**config.mk**
```make
export PLATFORM = sky130hd
export DESIGN_NAME = shadowed_status_config_regs
export DESIGN_NICKNAME = d
export VERILOG_FILES = /design/src/rtl/shadow_regs_pkg.sv /design/src/rtl/shadowed_status_config_regs.sv /design/src/rtl/nv_cell_store.sv
export SDC_FILE = /design/constraint.sdc
export NUM_CORES = 1
export LEC_CHECK = 0
export BUFFER_PORTS_ARGS = -buffer_cell sky130_fd_sc_hd__buf_4
export CORE_MARGIN = 2
export CORE_UTILIZATION = 35
export CTS_BUF_LIST = sky130_fd_sc_hd__clkbuf_16
export DETAILED_ROUTE_END_ITERATION = 6
export GPL_TIMING_DRIVEN = 0
export HOLD_SLACK_MARGIN = 0.03
export RECOVER_POWER = 50
export SETUP_SLACK_MARGIN = 0.05
export SYNTH_ARGS = -nofsm -noshare
export SYNTH_HDL_FRONTEND = slang
export SYNTH_SLANG_ARGS = --single-unit
export TNS_END_PERCENT = 1
```
**constraint.sdc**
```tcl
create_clock -name clk_i -period 6 [get_ports clk_i]
set_clock_uncertainty 0.05 [all_clocks]
set_input_delay 0.9 -clock clk_i [delete_from_list [all_inputs] [get_ports clk_i]]
set_output_delay 0.9 -clock clk_i [all_outputs]
set_load 0.05 [all_outputs]
```
**src/rtl/shadow_regs_pkg.sv**
```systemverilog
// Shared constants for the shadowed status and configuration register bank
package shadow_regs_pkg;

   // =========================================================
   // Clock and non-volatile cell timing
   localparam int CLK_MHZ = 125;
   localparam int ERASE_TIME_NS = 400;
   localparam int PROG_TIME_NS = 200;
   localparam int ERASE_CYCLES = (ERASE_TIME_NS * CLK_MHZ + 999) / 1000;
   localparam int PROG_CYCLES = (PROG_TIME_NS * CLK_MHZ + 999) / 1000;

   // =========================================================
   // Instruction codes
   localparam logic [7:0] OPC_LEGACY_WRITE = 8'h01;
   localparam logic [7:0] OPC_READ_ANY = 8'h65;
   localparam logic [7:0] OPC_WRITE_ANY = 8'h71;

   // =========================================================
   // Register addresses for the any-register commands
   localparam logic [23:0] ADDR_STATUS_NV = 24'h000000;
   localparam logic [23:0] ADDR_CONFIG_NV = 24'h000002;
   localparam logic [23:0] ADDR_STATUS_V = 24'h800000;
   localparam logic [23:0] ADDR_CONFIG_V = 24'h800002;

   // =========================================================
   // Field positions
   localparam int LOCK_BIT = 7;
   localparam int PERR_BIT = 6;
   localparam int EERR_BIT = 5;
   localparam int BP_MSB = 4;
   localparam int BP_LSB = 2;
   localparam int WEL_BIT = 1;
   localparam int WIP_BIT = 0;
   localparam int CFG_BP_SEL_BIT = 3;

   // =========================================================
   // Factory values and masks
   localparam logic [7:0] STATUS_NV_RESET = 8'h00;
   localparam logic [7:0] CONFIG_NV_RESET = 8'h00;
   localparam logic [2:0] BP_LOCKED = 3'h7;
   localparam logic [7:0] STATUS_LOCK_MASK = 8'h80;
   localparam logic [7:0] STATUS_BP_MASK = 8'h1C;
   localparam logic [7:0] CONFIG_OTP_MASK = 8'h08;

   // =========================================================
   // Sequencer states
   typedef enum logic [1:0]
   {
      ST_IDLE = 2'b00,
      ST_UPDATE = 2'b01,
      ST_REFRESH = 2'b10
   } seq_state_t;

   typedef enum logic [1:0]
   {
      NV_IDLE = 2'b00,
      NV_ERASE = 2'b01,
      NV_PROG = 2'b10
   } nv_state_t;

endpackage : shadow_regs_pkg

```
**src/rtl/shadowed_status_config_regs.sv**
```systemverilog
// Shadowed status and configuration register bank with non-volatile backing
// Notes on behaviour
// - Status and config registers each exist as a non-volatile and a volatile copy.
// - Read-any of a dual register returns the non-volatile or volatile copy chosen by the address.
// - Power-on, hardware and software reset copy non-volatile into volatile.
// - Non-volatile write erases, programs, then refreshes the volatile copy.
// - One-time bits program non-volatile and update only those volatile bits.
// - Volatile copies reload from non-volatile on every reset; non-volatile bits keep their programmed value through hardware and software reset.
// - Legacy write 01h, write-any 71h, read-any 65h are decoded.
// - Lock bit set with protect pin low blocks all status/config writes.
// - Lock bit clear lets writes through whatever the protect pin level.
// - Bits 6 and 5 are read-only error defaults, shipped zero.
// - Bits 4:2 hold non-volatile protection, used while select bit 3 is 0.
// - Selecting volatile protection programs the non-volatile field to 111b, then locks it.
// - Volatile lock bit copies the non-volatile lock bit after each change.
// - In non-volatile protection mode legacy write sets both protection fields.
`timescale 1ns/1ps
module shadowed_status_config_regs #(
   parameter int ERASE_CYCLES = shadow_regs_pkg::ERASE_CYCLES,
   parameter int PROG_CYCLES = shadow_regs_pkg::PROG_CYCLES
) (
   // Clock and resets
   input wire logic clk_i,
   input wire logic reset_n_i,
   input wire logic hw_reset_n_i,
   input wire logic sw_reset_i,
   // Register command port
   input wire logic cmd_valid_i,
   input wire logic [7:0] cmd_opcode_i,
   input wire logic [23:0] cmd_addr_i,
   input wire logic [7:0] cmd_wdata_i,
   input wire logic cmd_cfg_present_i,
   input wire logic [7:0] cmd_cfg_wdata_i,
   // Status events
   input wire logic prog_error_i,
   input wire logic erase_error_i,
   input wire logic clear_status_i,
   input wire logic write_enable_i,
   input wire logic write_disable_i,
   // Write protect pin
   input wire logic write_protect_n_i,
   // Read answer
   output logic rd_valid_o,
   output logic [7:0] rd_data_o,
   output logic cmd_refused_o,
   // Register state
   output logic busy_o,
   output logic [7:0] status_one_volatile_o,
   output logic [7:0] config_one_volatile_o,
   output logic [2:0] block_protect_o
);
   import shadow_regs_pkg::*;

   // =========================================================
   // Reset and pin synchronisers
   logic [1:0] rst_sync_q, hw_sync_q, wp_sync_q;
   logic rst_n;
   // Power-on reset release
   always_ff @(posedge clk_i or negedge reset_n_i)
   begin
      if (!reset_n_i)
         rst_sync_q <= 2'b00;
      else
         rst_sync_q <= {rst_sync_q[0], 1'b1};
   end
   assign rst_n = rst_sync_q[1];
   // Pin inputs pass two flops
   always_ff @(posedge clk_i or negedge rst_n)
   begin
      if (!rst_n)
         {hw_sync_q, wp_sync_q} <= 4'hF;
      else
         {hw_sync_q, wp_sync_q} <= {hw_sync_q[0], hw_reset_n_i, wp_sync_q[0], write_protect_n_i};
   end

   // =========================================================
   // Non-volatile store, status in low byte, config in high byte
   logic nv_start, nv_busy, nv_done;
   logic [15:0] nv_wdata, nv_data;
   logic [7:0] status_nv, config_nv;

   nv_cell_store #(
      .ERASE_CYCLES(ERASE_CYCLES),
      .PROG_CYCLES(PROG_CYCLES),
      .FACTORY({CONFIG_NV_RESET, STATUS_NV_RESET})
   ) u_nv (
      .clk_i(clk_i),
      .rst_n_i(rst_n),
      .start_i(nv_start),
      .wdata_i(nv_wdata),
      .busy_o(nv_busy),
      .done_o(nv_done),
      .data_o(nv_data)
   );
   assign status_nv = nv_data[7:0];
   assign config_nv = nv_data[15:8];

   // Merge a write into one-time bits (only set) and plain bits
   function automatic logic [7:0] merge_config(input logic [7:0] old_v, input logic [7:0] new_v);
      merge_config = (new_v & ~CONFIG_OTP_MASK) | ((old_v | new_v) & CONFIG_OTP_MASK);
   endfunction : merge_config
   // Compute new non-volatile status from a host byte
   function automatic logic [7:0] merge_status(input logic [7:0] old_v, input logic [7:0] new_v,
                                                input logic bp_vol);
      logic [7:0] m;
      m = bp_vol ? STATUS_LOCK_MASK : (STATUS_LOCK_MASK | STATUS_BP_MASK);
      merge_status = (old_v & ~m) | (new_v & m);
   endfunction : merge_status
   // =========================================================
   // Command sequencer and volatile registers
   seq_state_t state_q, state_d;
   logic [7:0] status_v_q, status_v_d, config_v_q, config_v_d;
   logic [7:0] otp_new_q, otp_new_d, rd_data_q, rd_data_d;
   logic rd_valid_q, rd_valid_d, refused_q, refused_d;
   logic any_reset, locked, bp_vol_mode, is_write, legacy_wr;
   logic [7:0] new_status, new_config, status_read;
   assign any_reset = ~hw_sync_q[1] | sw_reset_i;
   assign locked = status_nv[LOCK_BIT] & ~wp_sync_q[1];
   assign bp_vol_mode = config_nv[CFG_BP_SEL_BIT];
   assign legacy_wr = cmd_valid_i && (cmd_opcode_i == OPC_LEGACY_WRITE);
   assign is_write = legacy_wr || (cmd_valid_i && (cmd_opcode_i == OPC_WRITE_ANY));
   assign status_read = {status_v_q[7:1], status_v_q[WIP_BIT] | nv_busy};

   always_comb
   begin
      state_d = state_q;
      status_v_d = status_v_q;
      config_v_d = config_v_q;
      otp_new_d = otp_new_q;
      rd_data_d = rd_data_q;
      rd_valid_d = 1'b0;
      refused_d = 1'b0;
      nv_start = 1'b0;
      new_status = status_nv;
      new_config = config_nv;
      // Non-volatile target values of a write
      if (legacy_wr || cmd_addr_i == ADDR_STATUS_NV)
         new_status = merge_status(status_nv, cmd_wdata_i, bp_vol_mode);
      if ((legacy_wr && cmd_cfg_present_i) || (!legacy_wr && cmd_addr_i == ADDR_CONFIG_NV))
         new_config = merge_config(config_nv, legacy_wr ? cmd_cfg_wdata_i : cmd_wdata_i);
      if (new_config[CFG_BP_SEL_BIT] && !bp_vol_mode)
         new_status[BP_MSB:BP_LSB] = BP_LOCKED;
      nv_wdata = {new_config, new_status};
      // Read any register returns the non-volatile or volatile copy selected by the address
      if (cmd_valid_i && cmd_opcode_i == OPC_READ_ANY)
      begin
         rd_valid_d = 1'b1;
         case (cmd_addr_i)
            ADDR_STATUS_NV: rd_data_d = status_nv;
            ADDR_CONFIG_NV: rd_data_d = config_nv;
            ADDR_STATUS_V: rd_data_d = status_read;
            ADDR_CONFIG_V: rd_data_d = config_v_q;
            default: rd_data_d = 8'h00;
         endcase
      end
      // Write handling, any write while busy is refused
      if (is_write && state_q != ST_IDLE)
         refused_d = 1'b1;
      case (state_q)
         ST_IDLE:
         begin
            if (is_write && locked)
               refused_d = 1'b1;
            else if (is_write && !legacy_wr && cmd_addr_i == ADDR_STATUS_V)
            begin
               if (bp_vol_mode)
                  status_v_d[BP_MSB:BP_LSB] = cmd_wdata_i[BP_MSB:BP_LSB];
            end
            else if (is_write && !legacy_wr && cmd_addr_i == ADDR_CONFIG_V)
               config_v_d = (cmd_wdata_i & ~CONFIG_OTP_MASK) | (config_v_q & CONFIG_OTP_MASK);
            else if (is_write)
            begin
               if (legacy_wr && bp_vol_mode)
                  status_v_d[BP_MSB:BP_LSB] = cmd_wdata_i[BP_MSB:BP_LSB];
               if (nv_wdata != nv_data)
               begin
                  nv_start = 1'b1;
                  otp_new_d = new_config & ~config_nv & CONFIG_OTP_MASK;
                  state_d = ST_UPDATE;
               end
            end
         end
         ST_UPDATE:
         begin
            if (nv_done)
               state_d = ST_REFRESH;
         end
         ST_REFRESH:
         begin
            status_v_d[LOCK_BIT] = status_nv[LOCK_BIT];
            if (!bp_vol_mode)
               status_v_d[BP_MSB:BP_LSB] = status_nv[BP_MSB:BP_LSB];
            config_v_d = (config_nv & ~CONFIG_OTP_MASK) | (config_v_q & CONFIG_OTP_MASK)
                         | (config_nv & otp_new_q);
            state_d = ST_IDLE;
         end
         default:
            state_d = ST_IDLE;
      endcase
      // Runtime flags, the set wins over the clear
      status_v_d[PERR_BIT] = prog_error_i | (status_v_d[PERR_BIT] & ~clear_status_i);
      status_v_d[EERR_BIT] = erase_error_i | (status_v_d[EERR_BIT] & ~clear_status_i);
      status_v_d[WEL_BIT] = write_enable_i | (status_v_d[WEL_BIT] & ~write_disable_i);
      // Any reset reloads volatile copies from non-volatile
      if (any_reset)
      begin
         status_v_d = status_nv;
         config_v_d = config_nv;
      end
   end

   // Power-on reset loads volatile copies with the factory values
   always_ff @(posedge clk_i or negedge rst_n)
   begin
      if (!rst_n)
      begin
         state_q <= ST_IDLE;
         status_v_q <= STATUS_NV_RESET;
         config_v_q <= CONFIG_NV_RESET;
         otp_new_q <= 8'h00;
         rd_data_q <= 8'h00;
         rd_valid_q <= 1'b0;
         refused_q <= 1'b0;
      end
      else
      begin
         state_q <= state_d;
         status_v_q <= status_v_d;
         config_v_q <= config_v_d;
         otp_new_q <= otp_new_d;
         rd_data_q <= rd_data_d;
         rd_valid_q <= rd_valid_d;
         refused_q <= refused_d;
      end
   end

   // Outputs
   assign rd_valid_o = rd_valid_q;
   assign rd_data_o = rd_data_q;
   assign cmd_refused_o = refused_q;
   assign busy_o = (state_q != ST_IDLE);
   assign status_one_volatile_o = status_read;
   assign config_one_volatile_o = config_v_q;
   assign block_protect_o = bp_vol_mode ? status_v_q[BP_MSB:BP_LSB]
                                        : status_nv[BP_MSB:BP_LSB];

   // =========================================================
   // Assertions
   property p_read_volatile;
      @(posedge clk_i) disable iff (!rst_n)
      (cmd_valid_i && cmd_opcode_i == OPC_READ_ANY && cmd_addr_i == ADDR_CONFIG_V)
      |=> rd_valid_o && rd_data_o == $past(config_v_q);
   endproperty
   a_read_volatile: assert property (p_read_volatile) else $error("volatile read wrong");
   property p_reset_copy;
      @(posedge clk_i) disable iff (!rst_n)
      sw_reset_i |=> status_v_q == $past(status_nv) && config_v_q == $past(config_nv);
   endproperty
   a_reset_copy: assert property (p_reset_copy) else $error("reset copy missing");
   property p_nv_kept;
      @(posedge clk_i) disable iff (!rst_n)
      (any_reset && !nv_busy) |=> $stable(nv_data);
   endproperty
   a_nv_kept: assert property (p_nv_kept) else $error("reset changed non-volatile");
   property p_lock_blocks;
      @(posedge clk_i) disable iff (!rst_n)
      (is_write && locked) |-> !nv_start ##1 cmd_refused_o;
   endproperty
   a_lock_blocks: assert property (p_lock_blocks) else $error("locked write executed");
   property p_unlocked_write;
      @(posedge clk_i) disable iff (!rst_n)
      (legacy_wr && state_q == ST_IDLE && !status_nv[LOCK_BIT]
       && cmd_wdata_i[LOCK_BIT]) |-> nv_start;
   endproperty
   a_unlocked_write: assert property (p_unlocked_write) else $error("write not started");
   property p_err_defaults;
      @(posedge clk_i) disable iff (!rst_n)
      !nv_busy |-> status_nv[PERR_BIT:EERR_BIT] == 2'b00;
   endproperty
   a_err_defaults: assert property (p_err_defaults) else $error("error defaults changed");
   property p_bp_locked;
      @(posedge clk_i) disable iff (!rst_n)
      (!nv_busy && bp_vol_mode) |-> status_nv[BP_MSB:BP_LSB] == BP_LOCKED;
   endproperty
   a_bp_locked: assert property (p_bp_locked) else $error("protection field not 111b");
   property p_lock_copy;
      @(posedge clk_i) disable iff (!rst_n)
      (nv_done && !any_reset) |=> ##1 status_v_q[LOCK_BIT] == status_nv[LOCK_BIT];
   endproperty
   a_lock_copy: assert property (p_lock_copy) else $error("lock copy stale");
   property p_no_early_refresh;
      @(posedge clk_i) disable iff (!rst_n)
      (state_q == ST_UPDATE && !any_reset) |=> $stable(status_v_q[LOCK_BIT]);
   endproperty
   a_no_early_refresh: assert property (p_no_early_refresh) else $error("early refresh");

endmodule : shadowed_status_config_regs

```
**src/rtl/nv_cell_store.sv**
```systemverilog
// Non-volatile cell store: erase to ones, then program the new word
`timescale 1ns/1ps
module nv_cell_store #(
   parameter int ERASE_CYCLES = shadow_regs_pkg::ERASE_CYCLES,
   parameter int PROG_CYCLES = shadow_regs_pkg::PROG_CYCLES,
   parameter logic [15:0] FACTORY = 16'h0000
) (
   // Clock and reset
   input wire logic clk_i,
   input wire logic rst_n_i,
   // Update request
   input wire logic start_i,
   input wire logic [15:0] wdata_i,
   // Status and contents
   output logic busy_o,
   output logic done_o,
   output logic [15:0] data_o
);
   import shadow_regs_pkg::*;

   initial
   begin
      if (ERASE_CYCLES < 1 || PROG_CYCLES < 1 || ERASE_CYCLES > 65535 || PROG_CYCLES > 65535)
         $error("nv_cell_store: cycle counts out of range");
   end

   nv_state_t state_q, state_d;
   logic [15:0] cnt_q, cnt_d;
   logic [15:0] data_q, data_d;
   logic [15:0] wbuf_q, wbuf_d;
   logic done_q, done_d;

   // Next state of erase and program sequence
   always_comb
   begin
      state_d = state_q;
      cnt_d = cnt_q;
      data_d = data_q;
      wbuf_d = wbuf_q;
      done_d = 1'b0;
      case (state_q)
         NV_IDLE:
         begin
            if (start_i)
            begin
               wbuf_d = wdata_i;
               cnt_d = 16'(ERASE_CYCLES - 1);
               state_d = NV_ERASE;
            end
         end
         NV_ERASE:
         begin
            if (cnt_q == 16'h0000)
            begin
               data_d = 16'hFFFF; // Erased cells read as ones
               cnt_d = 16'(PROG_CYCLES - 1);
               state_d = NV_PROG;
            end
            else
               cnt_d = cnt_q - 16'h0001;
         end
         NV_PROG:
         begin
            if (cnt_q == 16'h0000)
            begin
               data_d = data_q & wbuf_q; // Programming only clears bits
               done_d = 1'b1;
               state_d = NV_IDLE;
            end
            else
               cnt_d = cnt_q - 16'h0001;
         end
         default:
            state_d = NV_IDLE;
      endcase
   end

   // Cell contents survive everything except power-on
   always_ff @(posedge clk_i or negedge rst_n_i)
   begin
      if (!rst_n_i)
      begin
         state_q <= NV_IDLE;
         cnt_q <= 16'h0000;
         data_q <= FACTORY;
         wbuf_q <= 16'h0000;
         done_q <= 1'b0;
      end
      else
      begin
         state_q <= state_d;
         cnt_q <= cnt_d;
         data_q <= data_d;
         wbuf_q <= wbuf_d;
         done_q <= done_d;
      end
   end

   assign busy_o = (state_q != NV_IDLE);
   assign done_o = done_q;
   assign data_o = data_q;

endmodule : nv_cell_store

```
==> impl_metrics.tcl, run 1 <==
set metrics [dict create \
    crit-reg2reg-capture "cmd_refused_o" \
    drcViolationCount 0 \
    r2r_slack_ns 2.00 \
    synth_area_um2 4820 \
    status "complete, but fails checks" \
    htreeDepth 3 \
    synth.distinct_cells 72 \
    ys_ff_latch 86 \
    firstDrtPassIters 5 \
    post-cts-setup-buffers 0 \
    ant_nets 0 \
    vias 4062 \
    fin_crit_sh 0.726 \
    ioPinCount 90 \
    synth_area_leader_cell "dfrtp_1" \
    slowest_stage "nor3b_1" \
    syn_inst 504 \
    final_layout_size_suffix_gt1_frac 0.269 \
    tns_ns 0 \
    cts_resized 0 \
    intPower_mw 1.50 \
    first_iter_violations 205 \
    root_buffer "clkbuf_16" \
    die-height_um 121 \
    maxCapViolCount 1 \
    antenna_found_initial 0 \
    power.share.clock 0.236 \
    overflow 0 \
    worst_pin_slew_ns 3.22 \
    p_comb_frac 0.414 \
    detail_route.vias_per_cell 5.17 \
    fin_crit_ns 4.35 \
    cp-startpoint "cmd_opcode_i[1]" \
    critPathBufInv 4 \
    dp_hpwl_um 9850 \
    synth_warnings 0 \
    grt_max_degree 63 \
    placed_area_um2 5740 \
    finalWirelength_um 12700 \
    critPathArrivalTime_ns 4.55 \
    cpPeakStageDelay_ns 0.43 \
    gp_congestion 0.857 \
    grtUsageTotal 0.183 \
    crit_cells 18 \
    final_cells 786 \
    dp_slack_ns 1.72 \
    seq_area_frac_synth 0.447 \
    stdcell_area_um2 6020 \
    cp_common_cell "nand2_1" \
    initial_utilization 0.361 \
    synth_most_common_cell "dfrtp_1" \
    grt_pass1_vias 4130 \
    worstPathMaxFanout 10 \
    setup_viol 0 \
    yosys.area.top_type_share 0.426 \
    synth_enable_flop_cells 0 \
    cts_buffer_depth 2 \
    hp-class "in -> async" \
    clk_pin_slew_ns 0.06 \
    numPortBuffers 89 \
    n_fill_cell 1329 \
    worstReg2RegStart "rst_sync_q[1]" \
    synth_flop_cell "dfrtp_1" \
    slew-limit-headroom -1.15 \
    nets 672 \
    seq_area_um2 2160 \
    violations "max-capacitance violations, max-slew violations" \
    place_inst 770 \
    worstRegToRegCells 1 \
    synth-async-reset-ratio 1.00 \
    p_total_mw 2.57 \
    leakage_nw 2.85 \
    irDropWorstVdd_mv 0.264 \
    slew_violations 63 \
    insertion_delay_ns 0.35 \
    syn_avg_cell_area_um2 9.57 \
    final_hold_viol_count 0 \
    core_um2 13300 \
    rsz0062_at_grt "false" \
    clock-sinks 86 \
    die_x_um 121 \
    syn_to_final_growth_pct 24.8 \
    required_ns 6.19 \
    crit_type "in -> reg" \
    cts_tree "yes" \
    post-route-util 0.451 \
    holdWs_ns 0.273 \
    crit_path_start_kind "input port" \
    dieArea_um2 14700 \
    cp_top_family "compound AO/OA/AOI/OAI gates" \
    power_frac_seq 0.349 \
    holdBufCountCts 0 \
    n_antenna_cell 0 \
    p_switching_mw 1.06 \
    syn-num-nets 571 \
    end_kind "flip-flop" \
    netlist_top_cells_area "dfrtp_1 43%, nand2_1 6.3%, o21ai_0 5.8%" \
    multi_input_area_um2 2390 \
    sw_frac_of_total 0.414 \
    num_rows 42 \
    fmax_ghz 0.230 \
    critPathCapture "u_nv.cnt_q[12]" \
    cellPowerDensity_nw_per_um2 426 \
    grt_pass1_wl_um 21000 \
    setup_slack_ns 1.65 \
    crit_chain "buf_4 > nor3b_1 > and3_1 > buf_6 > clkbuf_1 > nand2_1 > o21ai_4 > nand2_1 > nand2_1 > ha_1 > a21boi_0 > nand2_1 > a211o_1 > a31o_2 > o211ai_4 > buf_4 > o21ai_0 > o41ai_2" \
    numCtsBuffers 9 \
    synth_commonest_cells "82 x dfrtp_1, 81 x nand2_1, 56 x o21ai_0" \
    wl_per_cell_um 16.1 \
]
## registers in the layout, indices dropped and copies added, names as in the netlist
name / count
hw_sync_q: 2
u_nv.state_q: 2
u_nv.done_o: 1
rd_data_o: 8
u_nv.wbuf_q: 16
u_nv.data_o: 16
cmd_refused_o: 1
u_nv.cnt_q: 16
status_v_q: 8
rd_valid_o: 1
config_one_volatile_o: 8
rst_sync_q: 2
wp_sync_q: 2
state_q: 2
otp_new_q: 1
## metal layers
layer | global-route usage | routed length (um)
met3 | 0.0385 | 746
met5 | 0 | 0
met1 | 0.236 | 5530
met2 | 0.311 | 6180
met4 | 0.0510 | 219
## cell families after synthesis
family / after synthesis / share of synthesized area
AO/OA/AOI/OAI: 132 / 0.182
XOR/XNOR: 7 / 0.0127
adder cells (fa/ha/maj): 7 / 0.0182
buffers and inverters: 53 / 0.0560
flip-flops: 86 / 0.447
multiplexers: 36 / 0.0939
other: 1 / 0.000778
AND/OR/NAND/NOR: 182 / 0.189
## placed cells by master (no fill, tap or decap), types with 4 or more instances in the layout
cell type | synthesis | routed
xor2_1 | 4 | 4
nor2_1 | 34 | 34
o21ai_0 | 56 | 56
clkbuf_1 | 8 | 13
buf_6 | 5 | 4
nand2_1 | 81 | 81
mux2_2 | 14 | 14
o31ai_2 | 4 | 4
o21ai_1 | 9 | 9
mux2i_1 | 16 | 16
nor4_1 | 8 | 8
nand3_1 | 15 | 15
inv_1 | 29 | 29
a21oi_1 | 24 | 24
dfstp_2 | 4 | 4
mux4_2 | 6 | 6
ha_1 | 7 | 7
buf_4 | 9 | 93
nor3_1 | 6 | 6
nand2b_1 | 6 | 6
dfrtp_1 | 82 | 82
nor2b_1 | 5 | 5
clkbuf_16 | 0 | 9
## power by group through the flow
stage                     logic, mW  registers [mW]  clock network [mW]
after floorplan               0.719           0.905                   0
after global placement         1.04           0.908                   0
after detailed placement       1.07           0.907                   0
after CTS                      1.07           0.897               0.625
after global routing           1.17           0.922               0.649
final                          1.06           0.896               0.607
## worst min path at each step
| stage | slack (ns) | depth (start not counted) | start | endpoint |
|---|---|---|---|---|
| CTS | 0.21 | 0 | rst_sync_q[1] | u_nv.state_q[0] |
| finish | 0.27 | 1 | reset_n_i | rst_sync_q[0] |
| floorplan | 0.28 | 0 | rst_sync_q[0] | rst_sync_q[1] |
| global placement | 0.29 | 0 | rst_sync_q[0] | rst_sync_q[1] |
| detailed placement | 0.20 | 0 | rst_sync_q[1] | u_nv.state_q[0] |
| global route | 0.26 | 1 | reset_n_i | rst_sync_q[0] |
## layout make-up
| type | count | area share |
|---|---|---|
| clock inverter | 7 | 0.0173 |
| tap | 176 | 0.0366 |
| timing repair buffer | 90 | 0.110 |
| buffer | 24 | 0.0256 |
| clock buffer | 9 | 0.0374 |
| multi-input combinational | 365 | 0.397 |
| sequential | 86 | 0.358 |
| inverter | 29 | 0.0181 |
Power figures use the tool's default switching activity.
==> inputs of run 2 (changes only) <==
Settings changed: ABC_AREA set to 1.
Clock period 6 ns to 4.1 ns, I/O delays scaled along.
==> run 2 against run 1 <==
Effect of this change:
- the flow now finishes without violations
- combinational power up 75%
- critical path depth up 5
- register-to-register slack worse by 0.82 ns
- first-iteration DRC count up 54%
- global-route usage up 0.36 points
- die area up 2.3%
- area after synthesis up 2.3%
- sequential share of layout area down 0.61 points
- total power up 55%
==> impl_metrics.tcl, run 2 <==
set metrics [dict create \
    clock-sinks 86 \
    synth_area_leader_cell "dfrtp_1" \
    end_kind "flip-flop" \
    die-height_um 123 \
    vias 4693 \
    syn_avg_cell_area_um2 7.35 \
    ioPinCount 90 \
    placed_area_um2 5860 \
    antenna_found_initial 0 \
    cts_resized 0 \
    core_um2 13800 \
    detail_route.vias_per_cell 4.90 \
    p_switching_mw 1.78 \
    netlist_top_cells_area "dfrtp_1 42%, nand2_1 13%, o21ai_0 8.3%" \
    layout_commonest_cell "nand2_1" \
    synth-async-reset-ratio 1.00 \
    synth.distinct_cells 39 \
    fin_crit_ns 3.57 \
    dieArea_um2 15100 \
    holdBufCountCts 1 \
    layout_common_cells "174 x nand2_1, 90 x buf_4, 83 x nor2_1" \
    gp_congestion 0.887 \
    n_fill_cell 1411 \
    setup_viol 0 \
    final_hold_viol_count 0 \
    worst_pin_slew_ns 1.35 \
    n_antenna_cell 0 \
    first_iter_violations 316 \
    drcViolationCount 0 \
    worstPathMaxFanout 10 \
    holdWs_ns 0.299 \
    required_ns 4.29 \
    cts_buffer_depth 2 \
    clk_pin_slew_ns 0.06 \
    crit_type "in -> reg" \
    status "completed" \
    fin_crit_sh 0.870 \
    firstDrtPassIters 5 \
    synth_most_common_cell "nand2_1" \
    cellPowerDensity_nw_per_um2 651 \
    cp_top_family "simple AND/OR/NAND/NOR gates" \
    slew_violations 0 \
    synth_commonest_cells "174 x nand2_1, 82 x dfrtp_1, 82 x nor2_1, 82 x o21ai_0, 76 x inv_1" \
    die_x_um 123 \
    rsz0062_at_grt "false" \
    seq_area_frac_synth 0.437 \
    numPortBuffers 89 \
    htreeDepth 3 \
    grtUsageTotal 0.187 \
    leakage_nw 3.17 \
    fmax_ghz 0.280 \
    initial_utilization 0.357 \
    tns_ns 0 \
    synth_area_um2 4930 \
    syn_to_final_growth_pct 24.1 \
    yosys.area.top_type_share 0.416 \
    cts_tree "yes" \
    ys_ff_latch 86 \
    hp-class "reg -> reg" \
    maxCapViolCount 0 \
    ant_nets 0 \
    critPathArrivalTime_ns 3.76 \
    irDropWorstVdd_mv 0.339 \
    nets 840 \
    synth_enable_flop_cells 0 \
    root_buffer "clkbuf_16" \
    synth_flop_cell "dfrtp_1" \
    sw_frac_of_total 0.446 \
    overflow 0 \
    worstRegToRegCells 18 \
    grt_pass1_wl_um 21800 \
    p_comb_frac 0.463 \
    crit_path_start_kind "input port" \
    slowest_stage "o21ai_0" \
    whs_path_depth 0 \
    cpPeakStageDelay_ns 0.39 \
    insertion_delay_ns 0.34 \
    numCtsBuffers 9 \
    crit_cells 23 \
    syn_inst 671 \
    syn-num-nets 738 \
    power.share.clock 0.213 \
    finalWirelength_um 13500 \
    cp_common_cell "nand2_1" \
    grt_max_degree 52 \
    slew-limit-headroom 0.0990 \
    post-cts-setup-buffers 0 \
    intPower_mw 2.21 \
    critPathBufInv 6 \
    final_layout_size_suffix_gt1_frac 0.165 \
    post-route-util 0.443 \
    crit_chain "buf_4 > or2_1 > nor2_1 > nand2_1 > buf_6 > buf_6 > nand2_1 > nand2_1 > o21ai_0 > ha_1 > inv_1 > nand4_1 > nand2_1 > nor2_1 > nand2_1 > nor2_1 > nand2_1 > nand2_2 > nand2_2 > buf_4 > buf_6 > nand3_1 > nand2_1" \
    grt_pass1_vias 4405 \
    stdcell_area_um2 6120 \
    wl_per_cell_um 14.1 \
    synth_warnings 0 \
    power_frac_seq 0.324 \
    dp_hpwl_um 10300 \
    num_rows 43 \
]
==> run 2: cell count changes in the layout (fill, tap and decap cells not counted), sizes merged, moves of 7 or more <==
cell | before | now
nand3 | 15 | 40
inv | 32 | 77
mux2i | 16 | 0
nor4 | 10 | 2
nor2 | 34 | 85
mux2 | 14 | 0
clkbuf | 24 | 31
o22ai | 3 | 15
nand2b | 7 | 0
o21ai | 70 | 87
nand2 | 81 | 178
a21oi | 25 | 11
nand4 | 3 | 11
==> run 2: worst paths after layout <==
| check | startpoint | to | slack (ns) |
|---|---|---|---|
| max | cmd_opcode_i[2] | u_nv.cnt_q[13] | 0.53 |
| min | rst_sync_q[0] | rst_sync_q[1] | 0.30 |
| max reg2reg | u_nv.data_o[11] | u_nv.cnt_q[13] | 1.18 |
| min reg2reg | rst_sync_q[0] | rst_sync_q[1] | 0.30 |
| max in group asynchronous | rst_sync_q[1] | u_nv.data_o[9] | 1.58 |
| min in group asynchronous | rst_sync_q[1] | config_one_volatile_o[3] | 0.52 |
==> run 2: cells by family after synthesis <==
| group | share of synthesized area |
|---|---|
| simple gates | 0.288 |
| xor+xnor | 0.0213 |
| other cells | 0.000760 |
| flops | 0.437 |
| buf+inv | 0.0961 |
| compound gates | 0.139 |
| fa+ha+maj | 0.0177 |
==> run 2: power by group through the flow <==
stage / clock [mW] / sequential [mW] / combinational, mW
after floorplan: 0 / 1.35 / 1.23
after global placement: 0 / 1.30 / 1.80
after detailed placement: 0 / 1.30 / 1.84
after CTS: 0.871 / 1.29 / 1.85
after global routing: 0.903 / 1.33 / 2.05
final: 0.849 / 1.29 / 1.85
==> run 2: through the flow <==
step / instances / power [mW] / worst slack, ns
global placement: 940 / 3.09 / 0.287
finish: 958 / 3.98 / 0.531
floorplan: 671 / 2.58 / 1.03
global route: 958 / 4.28 / 0.121
CTS: 958 / 4.01 / 0.598
detailed placement: 941 / 3.14 / 0.231
==> run 2: worst reg2reg max path: stages, from the launching register on <==
cell,delay (ns)
dfrtp_1,0.45
clkbuf_1,0.26
inv_1,0.19
o21ai_0,0.20
ha_1,0.24
inv_1,0.18
nand3_1,0.17
nand2_1,0.09
nand2_1,0.04
inv_1,0.05
nand2_1,0.05
nor2_1,0.10
nand2_1,0.09
nand2_2,0.12
nand2_2,0.07
buf_4,0.18
buf_6,0.15
nand3_1,0.08
nand2_1,0.06
==> run 2: area by class of cell <==
| class | count | area (um2) | share of cell area |
|---|---|---|---|
| Timing Repair Buffer | 91 | 661 | 0.108 |
| Tap cell | 180 | 225 | 0.0368 |
| Multi-Input combinational cell | 479 | 2300 | 0.376 |
| Clock buffer | 9 | 225 | 0.0368 |
| Clock inverter | 7 | 80.1 | 0.0131 |
| Sequential cell | 86 | 2160 | 0.352 |
| Buffer | 28 | 181 | 0.0296 |
| Inverter | 78 | 293 | 0.0478 |
==> run 2: routing by layer <==
metal	global-route usage	routed length (um)	vias up
met2	0.296	6150	130
met4	0.0826	322	0
met1	0.250	6190	2164
li1	-	-	2376
met5	0	0	-
met3	0.0325	832	23
